**config.mk**
```make
export PLATFORM = sky130hd
export DESIGN_NAME = frame_format_control
export DESIGN_NICKNAME = d
export VERILOG_FILES = /design/src/core/baud_prescaler.v /design/src/core/frame_format_control.v
export VERILOG_INCLUDE_DIRS = /design/src /design/src/shared
export SDC_FILE = /design/constraint.sdc
export NUM_CORES = 1
export LEC_CHECK = 0
export ABC_CLOCK_PERIOD_IN_PS = 1480
export BUFFER_PORTS_ARGS = -buffer_cell sky130_fd_sc_hd__clkbuf_2
export CAP_MARGIN = 20
export CELL_PAD_IN_SITES_DETAIL_PLACEMENT = 0
export CELL_PAD_IN_SITES_GLOBAL_PLACEMENT = 1
export CORE_MARGIN = 2
export CORE_UTILIZATION = 33
export DETAILED_ROUTE_END_ITERATION = 7
export GPL_ROUTABILITY_DRIVEN = 0
export GPL_TIMING_DRIVEN = 0
export HOLD_SLACK_MARGIN = 0.05
export PLACE_DENSITY_LB_ADDON = 0.1
export SLEW_MARGIN = 25
export SYNTH_ARGS = -nofsm -noshare
export SYNTH_HDL_FRONTEND = slang
export SYNTH_SLANG_ARGS = --single-unit
```
**constraint.sdc**
```tcl
create_clock -name sys_clk_i -period 1.48 [get_ports sys_clk_i]
set_input_delay 0.37 -clock sys_clk_i [delete_from_list [all_inputs] [get_ports sys_clk_i]]
set_output_delay 0.37 -clock sys_clk_i [all_outputs]
set_load 0.005 [all_outputs]
```
**src/shared/frame_format_regs.vh**
```
// bit layout, reset value and prescale constants of the frame format register
`ifndef FRAME_FORMAT_REGS_VH
`define FRAME_FORMAT_REGS_VH
`define FFC_RESET        8'h00
`define FFC_MODE_BIT     7
`define FFC_CHR_BIT      6
`define FFC_PE_BIT       5
`define FFC_ODD_BIT      4
`define FFC_STOP_BIT     3
`define FFC_MP_BIT       2
`define FFC_CKS_HI_BIT   1
`define FFC_CKS_LO_BIT   0
`define PRESC_DIV1       2'h0
`define PRESC_DIV4       2'h1
`define PRESC_DIV16      2'h2
`define PRESC_DIV64      2'h3
`define PRESC_CNT_W      6
`define PRESC_MAX4       6'h03
`define PRESC_MAX16      6'h0F
`define PRESC_MAX64      6'h3F
`endif

```
**src/core/baud_prescaler.v**
```verilog
// peripheral clock prescaler producing a one-cycle baud clock enable
`timescale 1ns/1ps
`include "frame_format_regs.vh"
module baud_prescaler (
    input  wire       sys_clk_i,
    input  wire       nrst_i,
    input  wire [1:0] sel_i,
    output reg        tick_o
);
    reg  [`PRESC_CNT_W-1:0] cnt_q;
    reg  [`PRESC_CNT_W-1:0] max_w;

    always @* begin
        case (sel_i)
            `PRESC_DIV4:  max_w = `PRESC_MAX4;
            `PRESC_DIV16: max_w = `PRESC_MAX16;
            `PRESC_DIV64: max_w = `PRESC_MAX64;
            default:      max_w = {`PRESC_CNT_W{1'b0}};
        endcase
    end

    always @(posedge sys_clk_i) begin
        if (!nrst_i) begin
            cnt_q  <= {`PRESC_CNT_W{1'b0}};
            tick_o <= 1'b0;
        end else if (cnt_q >= max_w) begin
            cnt_q  <= {`PRESC_CNT_W{1'b0}};
            tick_o <= 1'b1;
        end else begin
            cnt_q  <= cnt_q + {{(`PRESC_CNT_W-1){1'b0}}, 1'b1};
            tick_o <= 1'b0;
        end
    end
endmodule

```
**src/core/frame_format_control.v**
```verilog
// frame format register of the serial unit with decoded format controls
// What this block does
// - register reads anytime, writes outside standby only; resets to 0x00 on every reset kind.
// - bit 7 chooses asynchronous (0) or clock-synchronous (1) mode.
// - async bit 6 selects 8 or 7 data bits; sync always 8.
// - with 7-bit characters, transmit holding bit 7 is never sent.
// - async parity enable adds and checks parity; sync never does.
// - parity sense 0 gives even total of ones including parity.
// - parity sense 1 gives odd total of ones including parity.
// - parity sense matters only with parity enabled in async mode.
// - async transmit sends one or two high stop bits; sync none.
// - receiver checks only the first stop bit regardless of setting.
// - multiprocessor format overrides parity settings, async mode only.
// - prescale codes divide peripheral clock by 1, 4, 16 or 64.
`timescale 1ns/1ps
`include "frame_format_regs.vh"
module frame_format_control (
    input  wire       sys_clk_i,
    input  wire       nrst_i,
    input  wire       standby_i,
    input  wire       wr_en_i,
    input  wire [7:0] wr_data_i,
    input  wire [7:0] tx_holding_i,
    input  wire [7:0] rx_char_i,
    input  wire       rx_parity_i,
    output reg  [7:0] rd_data_o,
    output reg        sync_mode_o,
    output reg        char7_o,
    output reg        parity_on_o,
    output reg        parity_odd_o,
    output reg        stop2_o,
    output reg        multiproc_o,
    output reg  [7:0] tx_char_o,
    output reg        tx_parity_o,
    output reg        rx_parity_err_o,
    output reg        baud_tick_o
);
    reg  [7:0] frame_format_control_q;
    reg  [7:0] frame_format_control_d;
    wire       async_w;
    wire       chr_w;
    wire       par_on_w;
    wire       odd_w;
    wire [7:0] tx_char_w;
    wire       tick_w;

    always @* begin
        frame_format_control_d = frame_format_control_q;
        if (wr_en_i) begin
            frame_format_control_d = wr_data_i;
        end
    end

    // standby and module standby clear the register like a reset
    always @(posedge sys_clk_i) begin
        if (!nrst_i || standby_i) begin
            frame_format_control_q <= `FFC_RESET;
        end else begin
            frame_format_control_q <= frame_format_control_d;
        end
    end

    assign async_w   = ~frame_format_control_q[`FFC_MODE_BIT];
    assign chr_w     = async_w & frame_format_control_q[`FFC_CHR_BIT];
    // multiprocessor format suppresses parity
    assign par_on_w  = async_w & frame_format_control_q[`FFC_PE_BIT]
                       & ~frame_format_control_q[`FFC_MP_BIT];
    assign odd_w     = par_on_w & frame_format_control_q[`FFC_ODD_BIT];
    assign tx_char_w = chr_w ? {1'b0, tx_holding_i[6:0]} : tx_holding_i;

    baud_prescaler u_presc (
        .sys_clk_i (sys_clk_i),
        .nrst_i    (nrst_i),
        .sel_i     (frame_format_control_q[`FFC_CKS_HI_BIT:`FFC_CKS_LO_BIT]),
        .tick_o    (tick_w)
    );

    always @(posedge sys_clk_i) begin
        if (!nrst_i) begin
            rd_data_o       <= `FFC_RESET;
            sync_mode_o     <= 1'b0;
            char7_o         <= 1'b0;
            parity_on_o     <= 1'b0;
            parity_odd_o    <= 1'b0;
            stop2_o         <= 1'b0;
            multiproc_o     <= 1'b0;
            tx_char_o       <= 8'h00;
            tx_parity_o     <= 1'b0;
            rx_parity_err_o <= 1'b0;
            baud_tick_o     <= 1'b0;
        end else begin
            rd_data_o       <= frame_format_control_q;
            sync_mode_o     <= ~async_w;
            char7_o         <= chr_w;
            parity_on_o     <= par_on_w;
            parity_odd_o    <= odd_w;
            // stop length shapes transmit framing only; the receiver checks just the first stop bit
            stop2_o         <= async_w & frame_format_control_q[`FFC_STOP_BIT];
            multiproc_o     <= async_w & frame_format_control_q[`FFC_MP_BIT];
            tx_char_o       <= tx_char_w;
            // parity bit making total ones even (sense 0) or odd (sense 1)
            tx_parity_o     <= par_on_w & ((^tx_char_w) ^ odd_w);
            rx_parity_err_o <= par_on_w & ((^(chr_w ? {1'b0, rx_char_i[6:0]} : rx_char_i))
                               ^ rx_parity_i ^ odd_w);
            baud_tick_o     <= tick_w;
        end
    end
endmodule

```
== After elaboration in Yosys (flattened, before gate mapping) ==
Cells that the tools add are included.

* Add/sub/neg operators: 1
* $lt $le $gt $ge: 1
* Equality and inequality tests: 3
* Multiplexer cells: 4
* Bitwise logic cells: 14
* Reduce and logical (&&, ||, !) cells: 5

{| class="wikitable"
|+ Operators by type and width
! kind !! number
|-
| case mux 6 bit (3 select lines) || 1
|-
| two-way mux 8 bit || 2
|-
| parity 8 bit || 2
|-
| bitwise AND 1 bit || 8
|-
| adder 6 x 1 -> 6 bit (second input constant) || 1
|-
| greater-or-equal comparator 6 bit || 1
|-
| equality test 2 bit (second input constant) || 2
|-
| inverter 1 bit || 3
|-
| bitwise XOR 1 bit || 3
|-
| equality test 2 x 1 -> 1 bit (second input constant) || 1
|-
| OR reduction 2 bit || 1
|-
| logical NOT 1 bit || 1
|-
| logical OR 1 bit || 1
|-
| two-way mux 1 bit || 1
|}

* Register bits: 40
* Input bits: 29
* Output and inout bits: 25
* Logic and storage cells: 42

== Logic depth before layout (Yosys ltp) ==
Gate-level depths: netlist of the first run.

* Depth after elaboration: 7
* Depth in mapped cells: 6

== Cells and area by module ==
Synthesis of the first run repeated with hierarchy kept, for this count alone.

* Cells, all modules: 141
* Area total of the unflattened synthesis: 1557.7 µm²

{| class="wikitable"
|+ Modules (own cells, without submodules)
! module !! times used !! cells an instance !! area each (µm²) !! sequential area each (µm²)
|-
| frame_format_control || 1 || 97 || 1131.1 || 640.6
|-
| baud_prescaler || 1 || 44 || 426.7 || 140.1
|}

== Least setup slack after synthesis of the first run ==
OpenSTA, ideal clock, no wires.

* Kind: flip-flop to flip-flop
* From: register frame_format_control_q[0]
* To: register u_presc.cnt_q[2]
* Library setup time: 0.066 ns
* Data arrival time: 1.572 ns
* Setup slack: -0.158 ns
* Stages on the path, launching flop included: 7
* Buffers on the path: 0
* Path through: dfxtp_1 -> or2_2 -> ha_1 -> nand2b_1 -> a211oi_1 -> o211ai_1 -> nor2_1

* Word-level cells in the longest chain between the ends: 4
* Elaborated cells on any way between the ends: 6
* Classes of those cells: 1 x order compare; 3 x eq/ne; 1 x mux; 1 x reduce/logical

{| class="wikitable"
|+ RTL lines
! item !! line !! RTL
|-
| start, declared || frame_format_control.v:38 || <nowiki>reg [7:0] frame_format_control_q;</nowiki>
|-
| start signal, assigned || frame_format_control.v:57 || <nowiki>frame_format_control_q <= `FFC_RESET;</nowiki>
|-
| start signal, assigned || frame_format_control.v:59 || <nowiki>frame_format_control_q <= frame_format_control_d;</nowiki>
|-
| equality test 2 bit or equality test 2 x 1 -> 1 bit (tied branches) || baud_prescaler.v:14 || <nowiki>case (sel_i)</nowiki>
|-
| case mux 6 bit (3 select lines) * || baud_prescaler.v:14 ||
|-
| greater-or-equal comparator 6 bit * || baud_prescaler.v:26 || <nowiki>end else if (cnt_q >= max_w) begin</nowiki>
|-
| OR reduction 2 bit (no source line) * || n/a ||
|-
| end signal, assigned || baud_prescaler.v:24 || <nowiki>cnt_q <= {`PRESC_CNT_W{1'b0}};</nowiki>
|-
| end signal, assigned || baud_prescaler.v:27 || <nowiki>cnt_q <= {`PRESC_CNT_W{1'b0}};</nowiki>
|-
| end signal, assigned || baud_prescaler.v:30 || <nowiki>cnt_q <= cnt_q + {{(`PRESC_CNT_W-1){1'b0}}, 1'b1};</nowiki>
|-
| end, declared || baud_prescaler.v:10 || <nowiki>reg [`PRESC_CNT_W-1:0] cnt_q;</nowiki>
|}

Every way passes the cells marked *; elsewhere a longest branch is shown, timed or not.
A chain may end at the register's enable or synchronous reset.

== Final worst setup path of the first run ==
* From: register frame_format_control_q[1]
* To: register u_presc.cnt_q[1]

Same word-level chain as after synthesis.

==> out/qor.csv, run 1 <==
metric;value;unit
largest net degree at the start of global routing;14;
post-synth net total;176;
area of the die;5090;um^2
ANT cells;0;
Avg WL per Cell;11.8;um
vias in the first global route;1112;
pre-CTS setup slack;-180;ps
CP max FO;6;
drt drc;0;
worst-skew pair later-pin latency;290;ps
core area;4350;um^2
Synthesis Warnings;0;
Post-Syn Instances;140;
register area share after synthesis;52.1;%
Hold Path Class;primary input to register;
synth top area cells;dfxtp_1 (52%), xnor2_1 (7.6%), and2_1 (6.3%);
WHS Path Cells;2;
wire length of the first global-routing pass;5.01;mm
Worst setup SP type;register;
CTS tree;yes;
post-route clock period utilization;110;%
post-DP HPWL;2.29;mm
failing checks;setup timing;
layout cells sized above 1;35.6;%
Synth Cell Area;1500;um^2
Pleak;0.946;nW
Syn Area/Cell;10.7;um^2
worst slew pin tran;598;ps
worst path arrival time;1860;ps
GRT Total Usage;12.9;%
Worst Skew;6.31;ps
Sink Count;39;
num rows;24;
Reg2Reg Depth;7;
Distinct cells, synth;28;
starting density of the core;34.4;%
IO Count;54;
Chip Height;71.4;um
Clock transition at path regs;80;ps
maxcap violations;0;
Iter 0 DRT Violations;44;
critical path class;register to register;
fin util;46.5;%
Final Setup Violations;7;
minimum clock period;1630;ps
nets;237;
relative slew slack;60.1;%
first-pass detailed-route iteration total;4;
capturing point of the worst reg2reg path;u_presc.cnt_q[1];
WHS Endpoint;tx_char_o[6];
Root Buffer;clkbuf_8;
Routed Antenna Nets;0;
final WL;3.00;mm
Die X;71.4;um
Hold Startpoint;tx_holding_i[6];
power per cell area;1200;nW/um^2
flop-to-flop setup slack;-150;ps
Area Overhead vs Synth;35.2;%
Synth top area share;52.1;%
Multi-input gate area;727;um^2
cell taking the most area after synthesis;dfxtp_1;
DR vias/cell;4.48;
r2r startpoint;frame_format_control_q[1];
status;finished with violations;
grt ovf;0;
Final WS setup;-147;ps
initial antenna violation count;0;
WP data required;1710;ps
total CTS buffers;5;
CTS H-tree lvls;2;
fmax;0.615;GHz
unrepaired setup endpoints after global routing;true;
# hold bufs at CTS;0;
register area;783;um^2
Fillers;420;
routed via count;1138;
CP endpoint kind;register;
Max IR drop VDD;0.466;mV
Yosys reg bits;39;
Pins Over Slew Limit;0;
maximum clock path buffer count;2;
IO Port Bufs;52;
Hold Vio Cnt, Final;0;
==> area by class of cell <==
class | instances | share of cell area (%)
clock buffer | 5 | 3.40
buffer | 4 | 0.927
clock inverter | 3 | 3.34
tap | 52 | 3.21
timing repair buffer | 54 | 13.6
sequential | 39 | 38.7
multi-input combinational | 92 | 35.9
inverter | 5 | 0.927
==> how the worst max path moves through the flow <==
stage	from	end	slack, ps	cells past startpoint
4_1_cts	frame_format_control_q[1]	u_presc.cnt_q[1]	-120	7
3_3_place_gp	frame_format_control_q[1]	u_presc.cnt_q[0]	-190	6
6_report	frame_format_control_q[1]	u_presc.cnt_q[1]	-150	7
2_1_floorplan	frame_format_control_q[1]	u_presc.cnt_q[0]	-30	6
5_1_grt	frame_format_control_q[1]	u_presc.cnt_q[0]	-220	7
3_5_place_dp	frame_format_control_q[0]	u_presc.cnt_q[1]	-180	6
==> layer usage <==
metal | vias up | part of all wire (%) | global-route usage, %
li1 | 570 | - | -
met1 | 522 | 44 | 15.3
met2 | 40 | 47 | 21.0
met3 | 6 | 7.4 | 4.78
met4 | 0 | 2.0 | 5.66
met5 | - | 0 | 0
==> power by group <==
group	internal [mW]	switching [mW]	leakage (nW)
Combinational	0.156	0.108	0.562
Sequential	1.08	0.0191	0.319
Clock	0.672	0.383	0.0644
==> flip-flops by register name (all words and copies together), names as in the netlist <==
signal and flops:
baud_tick_o 1, char7_o 1, frame_format_control_q 8, multiproc_o 1, parity_odd_o 1, parity_on_o 1
rd_data_o 8, rx_parity_err_o 1, stop2_o 1, tx_char_o 8, tx_parity_o 1, u_presc.cnt_q 6
u_presc.tick_o 1
==> Yosys cell counts (all sizes together) <==
cell type   n
dfxtp      39
nor3        1
inv         5
nor2       18
ha          7
and3        1
nor3b       2
or2         1
xor2        3
xnor3       2
xnor2      13
nand2       4
or4         1
o2111ai     1
o211ai      1
a211oi      1
or2b        1
a21o        1
o21a        1
nand2b      3
and2       17
clkbuf      2
buf         2
mux2i       9
nand3       3
a21oi       1
==> layout by cell type (no fill, tap or decap), types with 2 or more instances in the layout <==
master | Yosys | final
xnor2_1 | 13 | 13
clkbuf_2 | 0 | 52
inv_1 | 5 | 5
nand2b_1 | 3 | 2
nand2_1 | 4 | 4
clkbuf_1 | 2 | 2
ha_4 | 0 | 2
nand3_1 | 3 | 3
xnor3_1 | 2 | 2
ha_1 | 7 | 5
nor2_1 | 18 | 18
dfxtp_2 | 0 | 2
mux2i_1 | 9 | 9
clkbuf_8 | 0 | 5
xor2_1 | 3 | 3
bufinv_16 | 0 | 2
and2_1 | 15 | 15
and2_2 | 2 | 2
dfxtp_1 | 39 | 37
nor3b_1 | 2 | 2
buf_4 | 1 | 3
==> what timing repair did <==
| action | 4_1_cts | 5_1_grt |
|---|---|---|
| setup buffers | 2 | 0 |
| resized for setup | 1 | 2 |
| endpoints found under the setup margin | 6 | 7 |
| pin swaps | 1 | 0 |
==> critical path: stages (launching register included) <==
cell and delay (ps):
dfxtp_2 340, or2_4 260, ha_4 230, nand2b_4 140, a211oi_4 230, o211ai_1 110, buf_4 170, nor2_1 90
==> kinds of logic (layout without fill, tap and decap cells) <==
family	Yosys count	after routing	share of synthesized area [%]
flip-flops	39	39	52.1
AO/OA/AOI/OAI	6	6	2.92
buffers and inverters	9	71	2.51
XOR/XNOR	18	18	12.4
adder cells (fa/ha/maj)	7	7	5.85
AND/OR/NAND/NOR	52	52	18.2
multiplexers	9	9	6.02
==> per-stage QoR <==
step	instances	hold WS [ps]	total power, mW	TNS (ps)	instance area (um^2)
finish	254	308	2.42	-915	2020
floorplan	140	412	1.29	-112	1530
CTS	254	295	2.45	-725	2000
global route	254	305	2.54	-1410	2020
global placement	244	437	1.38	-1000	1850
detailed placement	244	441	1.38	-1090	1850
Note: power is estimated with default switching activity, not from simulation.
==> run 2, diff against run 1 <==
ABC_AREA = 1   (was not set)
CORE_UTILIZATION = 32   (was 33)
==> run 2 against run 1 <==
Effect of this change: register-to-register slack better by 160 ps; routed wire length rose by 9.0%; power decreased by 15%; sequential share of layout area down 2.1 points; clock skew decreased by 3.4 ps; flip-flop and latch count is the same; critical path type unchanged; first-iteration DRC count shrank 14%; the run now ends clean.
==> out/qor.csv, run 2 <==
metric;value;unit;change
WHS Path Cells;3;;was 2
WP depth;8;;was 7
IO Count;54;;unchanged
power per cell area;957;nW/um^2;was 1200 nW/um^2
critical path class;register to register;;unchanged
fmax;0.683;GHz;was 0.615 GHz
Fillers;513;;was 420
Distinct cells, synth;25;;was 28
relative slew slack;67.7;%;was 60.1%
Sink Count;39;;unchanged
Worst setup SP type;register;;unchanged
switching power;518;uW;was 510 uW
Chip Height;75.4;um;was 71.4 um
num rows;25;;was 24
wire length of the first global-routing pass;5.13;mm;was 5.01 mm
maxcap violations;0;;unchanged
cell taking the most area after synthesis;dfxtp_1;;unchanged
layout cells sized above 1;31.9;%;was 35.6%
unrepaired setup endpoints after global routing;true;;unchanged
worst path cell trace;nor2_4 > ha_4 > inv_2 > nor2_1 > o211ai_1 > nand4_1 > buf_6 > a21oi_2;;was or2_4 > ha_4 > nand2b_4 > a211oi_4 > o211ai_1 > buf_4 > nor2_1
worst path arrival time;1690;ps;was 1860 ps
status;complete, no violations;;was finished with violations
Clock transition at path regs;70;ps;was 80 ps
Root Buffer;clkbuf_8;;unchanged
Die X;75.4;um;was 71.4 um
met3 Resource Use GR;4.23;%;was 4.78%
Syn Area/Cell;7.88;um^2;was 10.7 um^2
grt ovf;0;;unchanged
Regs by FF count;frame_format_control_q (8), rd_data_o (8), tx_char_o (8);;unchanged
routed via count;1386;;was 1,138
Comb power frac;13.8;%;was 10.9%
buffer and inverter count on the worst path;2;;was 1
Hold Path Class;primary input to register;;unchanged
CP max FO;6;;unchanged
CP peak stage delay;370;ps;was 340 ps
IO Port Bufs;53;;was 52
post-synth net total;243;;was 176
Synth top area share;47.9;%;was 52.1%
WP data required;1700;ps;was 1710 ps
Avg WL per Cell;9.71;um;was 11.8 um
post-DP HPWL;2.54;mm;was 2.29 mm
synth top area cells;dfxtp_1 (48%), nand2_1 (12%), inv_1 (8.1%);;was dfxtp_1 (52%), xnor2_1 (7.6%), and2_1 (6.3%)
Net Sw Frac;25.1;%;was 21.1%
post-route clock period utilization;98.9;%;was 110%
Synthesis Warnings;0;;unchanged
core area;4820;um^2;was 4350 um^2
Hold Vio Cnt, Final;0;;unchanged
CTS H-tree lvls;2;;unchanged
worst slew pin tran;484;ps;was 598 ps
first-pass detailed-route iteration total;6;;was 4
grt met2 use;18.5;%;was 21.0%
sequential power share;53.7;%;was 45.5%
Area Overhead vs Synth;32.1;%;was 35.2%
most common cell in the synthesized netlist;nand2_1;;was dfxtp_1
CTS tree;yes;;unchanged
minimum clock period;1460;ps;was 1630 ps
Post-synth EDFFs;0;;unchanged
Worst Skew;2.91;ps;was 6.31 ps
Iter 0 DRT Violations;38;;was 44
area of the die;5690;um^2;was 5090 um^2
Pins Over Slew Limit;0;;unchanged
Synth Cell Area;1630;um^2;was 1500 um^2
worst-skew pair later-pin latency;280;ps;was 290 ps
DR vias/cell;4.11;;was 4.48
vias in the first global route;1236;;was 1,112
initial antenna violation count;0;;unchanged
predominant post-synthesis flop cell;dfxtp_1;;unchanged
ANT cells;0;;unchanged
Final Setup Violations;0;;was 7
most frequent cells in the layout;nand2_1 (53), clkbuf_2 (53), dfxtp_1 (37);;was clkbuf_2 (52), dfxtp_1 (37), nor2_1 (18)
setup TNS;0;ps;was -915 ps
register area share after synthesis;47.9;%;was 52.1%
Post-Syn Instances;207;;was 140
asr flop ratio synth;0;%;unchanged
total CTS buffers;5;;unchanged
P_int;1.54;mW;was 1.91 mW
starting density of the core;33.9;%;was 34.4%
grt met1 use;15.3;%;about the same
largest net degree at the start of global routing;12;;was 14
nets;305;;was 237
CP endpoint kind;register;;unchanged
Pleak;1.15;nW;was 0.946 nW
final WL;3.27;mm;was 3.00 mm
Reg2Reg Depth;8;;was 7
drt drc;0;;unchanged
synth cell count leaders;nand2_1 (54), dfxtp_1 (39), inv_1 (35);;was dfxtp_1 (39), nor2_1 (18), and2_1 (15)
maximum clock path buffer count;2;;unchanged
Yosys reg bits;39;;unchanged
clock power share;32.6;%;was 43.5%
Max IR drop VDD;0.564;mV;was 0.466 mV
overall power;2.06;mW;was 2.42 mW
largest delay contributor family on the critical path;flip-flops;;was simple AND/OR/NAND/NOR gates
Routed Antenna Nets;0;;unchanged
# hold bufs at CTS;0;;unchanged
gr busiest metal;met2;;unchanged
GRT Total Usage;12.0;%;was 12.9%
Crit-path slowest cell;dfxtp_4;;was dfxtp_2
==> run 2: logic make-up (layout without fill, tap and decap cells) <==
logic type	count (synthesis)	in the layout	share of synthesized area, %
and+or+nand+nor	86	86	22.0
adders and majority gates	7	7	5.37
buffers and inverters	41	104	9.74
AOI/OAI and AO/OA	20	20	7.06
xor gates and xnor gates	14	14	7.98
DFF	39	39	47.9
==> run 2: layer usage <==
metal / wire, um / vias to the layer above
met1: 1600 / 585
li1: - / 761
met5: 0 / -
met4: 53 / 0
met3: 132 / 5
met2: 1480 / 35
==> run 2: power by group through the flow <==
| stage | Sequential, mW | Clock [mW] | Combinational, mW |
|---|---|---|---|
| after detailed placement | 1.13 | 0 | 0.270 |
| final | 1.11 | 0.672 | 0.284 |
| after floorplan | 1.13 | 0 | 0.165 |
| after global routing | 1.11 | 0.744 | 0.330 |
| after global placement | 1.13 | 0 | 0.269 |
| after CTS | 1.11 | 0.711 | 0.277 |
==> run 2: path summary, 6_finish.rpt <==
path / from / end / slack, ps
worst min register to register: u_presc.tick_o / baud_tick_o / 420
worst min-delay path: tx_holding_i[1] / tx_char_o[1] / 300
worst max register to register: frame_format_control_q[1] / u_presc.cnt_q[3] / 20
worst max-delay path: frame_format_control_q[1] / u_presc.cnt_q[3] / 20
==> run 2: stage by stage <==
stage / utilization, % / hold slack [ps] / cell area, um^2 / std cells / setup slack, ps
after CTS: 43.2 / 285 / 2080 / 337 / 2.08
after detailed placement: 41.1 / 405 / 1980 / 327 / -150
after global placement: 41.1 / 400 / 1980 / 327 / -174
after global routing: 44.7 / 308 / 2150 / 337 / -32.7
final: 44.7 / 296 / 2150 / 337 / 15.9
after floorplan: - / 390 / 1630 / 207 / 116
==> run 2: worst reg2reg max path, delay by kind of cell (launching register included) <==
kind                     cells  cell delay (ps)
AO/OA/AOI/OAI                2              300
AND/OR/NAND/NOR              3              310
adder cells (fa/ha/maj)      1              220
buffers and inverters        2              210
flip-flops                   1              370
==> run 2: layout make-up <==
type / instances / area [um^2] / area share, %
multi-input cells: 127 / 758 / 35.2
well taps: 67 / 83.8 / 3.89
plain buffers: 4 / 20.0 / 0.929
clock inverters: 1 / 5.00 / 0.232
clock buffers: 7 / 76.3 / 3.54
repair buffers: 55 / 284 / 13.2
flip-flops and latches: 39 / 788 / 36.6
inverters: 37 / 139 / 6.45
==> run 2: repair_timing <==
item / 4_1_cts / 5_1_grt
pin swaps: 2 / 6
cloned: 0 / 0
endpoints found under the hold margin: 0 / 0
setup endpoints to repair: 6 / 7
buffers inserted: 2 / 0
resized for setup: 3 / 16
